File: config.mk
export PLATFORM = sky130hd
export DESIGN_NAME = frp_nsc_map
export DESIGN_NICKNAME = d
export VERILOG_FILES = /design/src/frp_nsc_map.v
export VERILOG_INCLUDE_DIRS = /design/src /design/src/src
export SDC_FILE = /design/constraint.sdc
export NUM_CORES = 1
export LEC_CHECK = 0
export BUFFER_PORTS_ARGS = -buffer_cell sky130_fd_sc_hd__buf_2
export CAP_MARGIN = 10
export CORE_AREA = 5 5 98 123
export DETAILED_ROUTE_END_ITERATION = 8
export DIE_AREA = 0 0 103 128
export PLACE_DENSITY_LB_ADDON = 0.3
export SYNTH_ARGS = -nofsm -noshare
export SYNTH_HDL_FRONTEND = slang
export SYNTH_SLANG_ARGS = --single-unit
export TNS_END_PERCENT = 5
File: constraint.sdc
create_clock -name vclk -period 3.6
set_input_delay 0.36 -clock vclk [all_inputs]
set_output_delay 0.36 -clock vclk [all_outputs]
set_load 0.1 [all_outputs]
File: src/frp_consts.vh
// Purpose: constants for the flash region protection checker
// Assumes: 32 regions of 32 KiB over a 1 MiB flash offset space
// Notes: definitions only
`ifndef FRP_CONSTS_VH
`define FRP_CONSTS_VH
`define FRP_NUM_REGIONS 32
`define FRP_REGION_IDX_W 5
`define FRP_REGION_SHIFT 15
`define FRP_ADDR_W 32
`define FRP_DATA_W 32
`define FRP_NSC_ENTRIES 2
`define FRP_NSC_SIZE_W 4
`define FRP_NSC_UNIT_SHIFT 5
`define FRP_PERM_READ 0
`define FRP_PERM_WRITE 1
`define FRP_PERM_EXEC 2
`define FRP_PERM_SECURE 3
`define FRP_PERM_W 4
`define FRP_PERM_RESET 4'hF
`define FRP_FLASH_BASE 32'h00000000
`define FRP_FLASH_SIZE 32'h00100000
`define FRP_FACTORY_INFO_AREA_BASE 32'h00FF0000
`define FRP_FACTORY_INFO_AREA_SIZE 32'h00001000
`define FRP_UCFG_BASE 32'h00FF8000
`define FRP_UCFG_SIZE 32'h00001000
`define FRP_ACC_READ 2'h0
`define FRP_ACC_WRITE 2'h1
`define FRP_ACC_ERASE 2'h2
`define FRP_ACC_FETCH 2'h3
`endif

File: src/frp_nsc_map.v
// Purpose: resolve callable sub-region entries into per-region sizes
// Assumes: entry sizes are power-of-two-free units of 32 bytes
// Notes: purely combinational
`timescale 1ns/1ps
`include "frp_consts.vh"
module frp_nsc_map #(
	parameter NUM_REGIONS = `FRP_NUM_REGIONS,
	parameter IDX_W = `FRP_REGION_IDX_W,
	parameter ENTRIES = `FRP_NSC_ENTRIES,
	parameter SIZE_W = `FRP_NSC_SIZE_W
)(
	// Entry configuration
	input wire [ENTRIES*IDX_W-1:0] nsc_region_flat,
	input wire [ENTRIES*SIZE_W-1:0] nsc_size_flat,
	// Secure bits per region
	input wire [NUM_REGIONS-1:0] region_secure,
	// Effective size per region, zero where no sub-region exists
	output reg [NUM_REGIONS*SIZE_W-1:0] eff_size_flat
);
	integer r;
	integer e;
	reg [SIZE_W-1:0] sz;
	reg [IDX_W-1:0] rsel;
	// Largest nonzero size among entries naming a secure region
	always @*
	begin
		eff_size_flat = {NUM_REGIONS*SIZE_W{1'b0}};
		for (r = 0; r < NUM_REGIONS; r = r + 1)
		begin
			for (e = 0; e < ENTRIES; e = e + 1)
			begin
				rsel = nsc_region_flat[e*IDX_W +: IDX_W];
				sz = nsc_size_flat[e*SIZE_W +: SIZE_W];
				if ((rsel == r[IDX_W-1:0]) && region_secure[r] && (sz != {SIZE_W{1'b0}}))
				begin
					if (sz > eff_size_flat[r*SIZE_W +: SIZE_W])
						eff_size_flat[r*SIZE_W +: SIZE_W] = sz;
				end
			end
		end
	end
endmodule // frp_nsc_map

# Yosys cells after proc, flatten, opt, wreduce, memory -nomap -nowiden
# Index checks and enable logic that the tools add are counted.
[word_totals]
regBits = 0
input_bits = 50
elab_cells = 324
out_inout_bits = 128
[op_classes]
n_eq_ne = 62
n_lt_le_gt_ge = 33
n_mux = 97
reduce_logical = 132
[ops]
columns = ["op", "n"]
rows = [
  ["4-bit 2-to-1 mux", 97],
  ["5-bit equality test, second input constant", 32],
  ["4-bit > comparator", 32],
  ["1-bit logical AND", 128],
  ["5-bit by 4-bit equality test with 1-bit output, second input constant", 16],
  ["5-bit by 3-bit equality test with 1-bit output, second input constant", 8],
  ["5-bit by 2-bit equality test with 1-bit output, second input constant", 4],
  ["5-bit by 1-bit equality test with 1-bit output, second input constant", 2],
  ["5-bit zero test", 2],
  ["4-bit nonzero test", 2],
  ["4-bit by 1-bit > comparator with 1-bit output, second input constant", 1],
]

# Longest topological paths before layout
# Gate-level depths: netlist of run 1.
[depth]
word_depth = 7
depth_mapped = 9
ltp_nobuf = 8

# Worst setup path after synthesis of run 1
# OpenSTA, ideal clock, no wires.
[synth_path]
path_kind = "input to output"
startpoint = "input port nsc_region_flat[4]"
endpoint = "output port eff_size_flat[10]"
required_ns = 3.240
arrival_time_ns = 3.810
cell_stages = 9
path_slack_ns = -0.570
path_cell_list = "clkbuf_1 -> nor3_1 -> buf_2 -> nand3_1 -> ha_1 -> nor2b_1 -> o211ai_1 -> a211oi_2 -> mux2i_1"
[synth_between]
elab_chain_cells = 7
[synth_rtl]
columns = ["item", "line_no", "rtl"]
rows = [
  ["start, declared", "frp_nsc_map.v:13", "input wire [ENTRIES*IDX_W-1:0] nsc_region_flat,"],
  ["5-bit by 2-bit equality test with 1-bit output *", "frp_nsc_map.v:34", "if ((rsel == r[IDX_W-1:0]) && region_secure[r] && (sz != {SIZE_W{1'b0}}))"],
  ["1-bit logical AND * (2 in a row)", "frp_nsc_map.v:34", ""],
  ["4-bit 2-to-1 mux *", "frp_nsc_map.v:34", ""],
  ["4-bit > comparator", "frp_nsc_map.v:36", "if (sz > eff_size_flat[r*SIZE_W +: SIZE_W])"],
  ["4-bit 2-to-1 mux", "frp_nsc_map.v:36", ""],
  ["4-bit 2-to-1 mux *", "frp_nsc_map.v:34", ""],
  ["end, declared", "frp_nsc_map.v:18", "output reg [NUM_REGIONS*SIZE_W-1:0] eff_size_flat"],
]
# Mark *: on every way between the ends. The rest lies on a longest branch, timed or not.

# Final worst setup path of run 1
[layout_path]
startpoint = "input port nsc_region_flat[1]"
endpoint = "output port eff_size_flat[75]"
[layout_between]
elab_chain_cells = 7
[layout_rtl]
columns = ["item", "line_no"]
rows = [
  ["5-bit equality test *", "frp_nsc_map.v:34"],
  ["1-bit logical AND * (2 in a row)", "frp_nsc_map.v:34"],
  ["4-bit 2-to-1 mux *", "frp_nsc_map.v:34"],
  ["4-bit > comparator", "frp_nsc_map.v:36"],
  ["4-bit 2-to-1 mux", "frp_nsc_map.v:36"],
  ["4-bit 2-to-1 mux *", "frp_nsc_map.v:34"],
]
# Marks and branches as above.

==> results of run 1 <==
==> kinds of logic after synthesis <==
kind of cell    after synthesis  share of synthesized area
simple gates                300                      0.291
buf+inv                      41                     0.0286
compound gates               96                      0.163
mux                         128                      0.239
fa+ha+maj                   128                      0.277
==> cell type report <==
class | count | share of cell area
antenna | 5 | 0.00142
inverter | 4 | 0.00170
multi-input combinational | 652 | 0.648
tap | 135 | 0.0191
timing repair buffer | 218 | 0.330
==> report_power, final <==
| group | leakage [uW] | total (uW) | switching (uW) | internal [uW] |
|---|---|---|---|---|
| combinational | 0.00343 | 657 | 441 | 217 |
| clock | 0.0000000317 | 0.000186 | 0 | 0.000186 |
| sequential | 0 | 0 | 0 | 0 |
==> cell usage in the layout, fill, tap and decap left out, drive strengths merged, types with 4 or more instances in the layout <==
master and count:
diode 5, nor2 24, ha 128, mux2i 96
inv 4, mux2 32, a21oi 32, a211oi 32
and3 15, buf 218, nand3 97, nand2 59
and2 13, nor2b 45, nand4 33, o211ai 32
==> metal layers <==
| metal | GRT usage | wire, um | vias up |
|---|---|---|---|
| met4 | 0.239 | 1720 | 2 |
| met5 | 0 | 14 | - |
| met1 | 0.398 | 8260 | 3258 |
| met3 | 0.0827 | 2410 | 166 |
| met2 | 0.604 | 11800 | 483 |
| li1 | - | - | 3022 |
==> per-stage QoR <==
stage          hold WS (ps)  utilization
4_1_cts                1230        0.812
3_5_place_dp           1230        0.812
3_3_place_gp           1210        0.812
5_1_grt                1250        0.812
2_1_floorplan          1050            -
6_report               1230        0.813
==> timing repair <==
| item | in CTS | in global routing |
|---|---|---|
| resized for setup | 0 | 0 |
| hold endpoints to repair | 0 | 0 |
| endpoints found under the setup margin | 0 | 2 |
==> critical path, delay by kind of cell <==
family                   cells  cell delay, ps
AO/OA/AOI/OAI                2             520
adder cells (fa/ha/maj)      1             340
buffers and inverters        2             370
multiplexers                 1             410
AND/OR/NAND/NOR              4            1160
==> final timing paths <==
path / startpoint / to / cells after the start
setup / recovery: nsc_region_flat[1] / eff_size_flat[75] / 10
hold / removal: region_secure[8] / eff_size_flat[34] / 4
==> results.cfg, run 1 <==
[placed_design]
placed_area_um2 = 8820
globalplace.congestion = 0.972
dp_hpwl_um = 19100
placedCellCount = 1009
pre_cts_ws_ps = 214
port_buffers = 178

[synthesis]
synth_fp_nets = 871
seq_area_frac_synth = 0
ys_warn_count = 0
syn_area_per_cell_um2 = 8.33
synthTopCellsByArea = ha_1 28%, mux2i_1 17%, nand3_1 8.2%
syn_area_um2 = 5770
synth_most_common_cell = ha_1
synth_area_leader_cell = ha_1
synth_top_area_frac = 0.277
ys_types = 33
synth_common_cells = 128 x ha_1, 96 x mux2i_1, 94 x nand3_1
synthCells = 693

[cts]
cts_setup_buffers = 0
hold_buffers = 0

[power_and_ir_drop]
p_total_uw = 657
power_per_cell_area_nw_per_um2 = 74.4
p_leak_uw = 0.00343
vdd_drop_max_mv = 0.0571

[detailed_routing]
detail_route.first_pass.iterations = 5
antenna_left = 0
wl_um = 24200
vias = 6931
drt_iter0_drc = 484
viasPerCell = 6.84
drc_errors = 0
wire_per_inst_um = 23.9

[floorplan]
rows = 43
die_w_um = 103
ios = 178
start_util = 0.531
dieArea_um2 = 13200
die_h_um = 128
core_um2 = 10900

[global_route]
grt_max_degree = 33
grt_usage = 0.361
grt_pass1_vias = 7533
grt_pass1_wl_um = 37900
overflow = 0
antenna_found_initial = 5

[finish]
seqCellArea_um2 = 0
fin_cells = 1014
n_fill_cell = 647
drive_gt1_frac = 0.362
finalNetCount = 1054
area_delta_synth_final_pct = 53.0
seq_cell_count = 0
multi_input_area_um2 = 5720
num-clock-buffers = 0
final_cell_area_um2 = 8830

[setup_path]
path_cells = buf_2 > nor2b_1 > and2_1 > nand2_1 > ha_1 > nor2b_1 > o211ai_1 > a211oi_4 > mux2i_1 > buf_12
required_ps = 3240
crit_type = in2out
cpMostUsedCell = nor2b_1
arrival_ps = 3150
worst-path-max-fanout = 8
end_kind = output port
cp-start-kind = input port
crit_slowest_cell = and2_1
slowest_delay_ps = 510

[timing]
tightest_slew_ps = 702
period_share = 0.975
fin_ws_ps = 89.1
fin_tns_setup_ps = 0
min_period_ps = 3510
timing.final.max_slew_violations = 0
max_slew_margin = 0.532
finalSetupViolations = 0
fmaxAchievable_mhz = 285
hold_viol_final = 0
rsz0062_at_grt = true

[hold_path]
hold_path_class = in2out

[flow_run]
cap_viol_max_count = 0

[run_status]
status = complete, no violations
No activity file was read; power rests on OpenSTA's default activity.
==> run 2: changes to the inputs <==
- clock period: 3.6 -> 3.35 ns (I/O delays scaled with it)
==> run 2 against run 1 <==
Net effect: utilization is 6.4 points higher; non-clock buffer count rose by 24; design area grew 7.9%; sequential share of layout area is the same; via count increased by 8.4%; total power grew 16%; first-iteration DRC count grew 72%; critical path type unchanged; highest routed layer is now met4.
==> results.cfg, run 2 (synthesis gave the netlist of run 1 again) <==
[run_status]
status = complete, no violations

[placed_design]
globalplace.congestion = 0.924
dp_hpwl_um = 21600
port_buffers = 178
placedCellCount = 1033

[floorplan]
core_um2 = 10900
die_h_um = 128
rows = 43
start_util = 0.531
die_w_um = 103
ios = 178
dieArea_um2 = 13200

[setup_path]
cp-start-kind = input port
crit_type = in2out
worst-path-max-fanout = 8
required_ps = 3010
arrival_ps = 2950
end_kind = output port

[global_route]
grt_max_degree = 33
antenna_found_initial = 3
grt_pass1_wl_um = 42000
grt_usage = 0.407
overflow = 0
grt_pass1_vias = 8232

[hold_path]
min_from = region_secure[15]
hold_path_depth = 4
min_to = eff_size_flat[62]
hold_path_class = in2out

[finish]
finalNetCount = 1078
n_fill_cell = 492
layout_common_cells = 128 x ha_1, 119 x buf_12, 94 x nand3_1
num-clock-buffers = 0
final_common_cell = ha_1
area_delta_synth_final_pct = 65.1
drive_gt1_frac = 0.469
utilization = 0.877
seqCellArea_um2 = 0
fin_cells = 1036
seq_cell_count = 0

[timing]
timing.final.max_slew_violations = 0
fmaxAchievable_mhz = 305
finalSetupViolations = 0
min_period_ps = 3280
rsz0062_at_grt = true
hold_viol_final = 0
final.hold.worst_slack_ps = 1180
max_slew_margin = 0.205
tightest_slew_ps = 1190
period_share = 0.979

[cts]
cts_setup_buffers = 0

[detailed_routing]
vias = 7513
viasPerCell = 7.25
detail_route.first_pass.iterations = 8
wire_per_inst_um = 26.5
antenna_left = 0
drc_errors = 0
wl_um = 27500
drt_iter0_drc = 834

[power_and_ir_drop]
p_total_uw = 765
power_per_cell_area_nw_per_um2 = 80.3
p_leak_uw = 0.00381
vdd_drop_max_mv = 0.0550

[flow_run]
cap_viol_max_count = 0
-- run 2: cell count changes in the layout (fill, tap and decap cells not counted), sizes merged --
cell / previous run / this run
buf: 218 / 242
diode: 5 / 3
-- run 2: through the flow --
step / setup WS [ps] / area, um2 / TNS [ps]
3_5_place_dp: 112 / 9510 / 0
6_report: 68.8 / 9530 / 0
4_1_cts: 103 / 9510 / 0
2_1_floorplan: -213 / 6340 / -10440
3_3_place_gp: 256 / 9510 / 0
5_1_grt: -118 / 9530 / -457
-- run 2: worst max-delay path: stages --
cell,delay (ps)
buf_2,170
and3_1,590
nand3_1,350
ha_1,390
nand4_1,100
nand3_1,90
a211oi_2,160
buf_4,210
mux2_2,380
buf_12,170
-- run 2: area by class of cell --
cell class         count  area, um2  area share
multi-input cells    652       6180       0.649
repair buffers       242       3160       0.331
well taps            135        169      0.0177
inverters              4       15.0     0.00158
diodes                 3       7.51    0.000788
-- run 2: repair_timing --
| action | in CTS | in global routing |
|---|---|---|
| endpoints found under the setup margin | 0 | 34 |
| gates resized for setup | 0 | 7 |
| hold buffers | 0 | 0 |
| endpoints found under the hold margin | 0 | 0 |
-- run 2: how the worst max path moves through the flow --
stage | startpoint | to | depth (start not counted)
6_report | nsc_region_flat[1] | eff_size_flat[44] | 10
3_3_place_gp | nsc_region_flat[1] | eff_size_flat[9] | 12
2_1_floorplan | nsc_region_flat[4] | eff_size_flat[53] | 9
3_5_place_dp | nsc_region_flat[1] | eff_size_flat[9] | 12
4_1_cts | nsc_region_flat[1] | eff_size_flat[9] | 12
5_1_grt | nsc_region_flat[0] | eff_size_flat[50] | 12
-- run 2: report_power, final --
part / switching [uW] / internal (uW) / leakage [uW]
registers: 0 / 0 / 0
logic: 511 / 254 / 0.00381
clock network: 0 / 0.000120 / 0.0000000190
total: 511 / 254 / 0.00381
-- run 2: metal layers --
| metal | routed length, um | vias up | GRT usage |
|---|---|---|---|
| met2 | 12800 | 698 | 0.660 |
| met3 | 3130 | 333 | 0.101 |
| met4 | 3270 | 0 | 0.382 |
| met5 | 0 | - | 0 |
| met1 | 8260 | 3411 | 0.416 |
| li1 | - | 3071 | - |
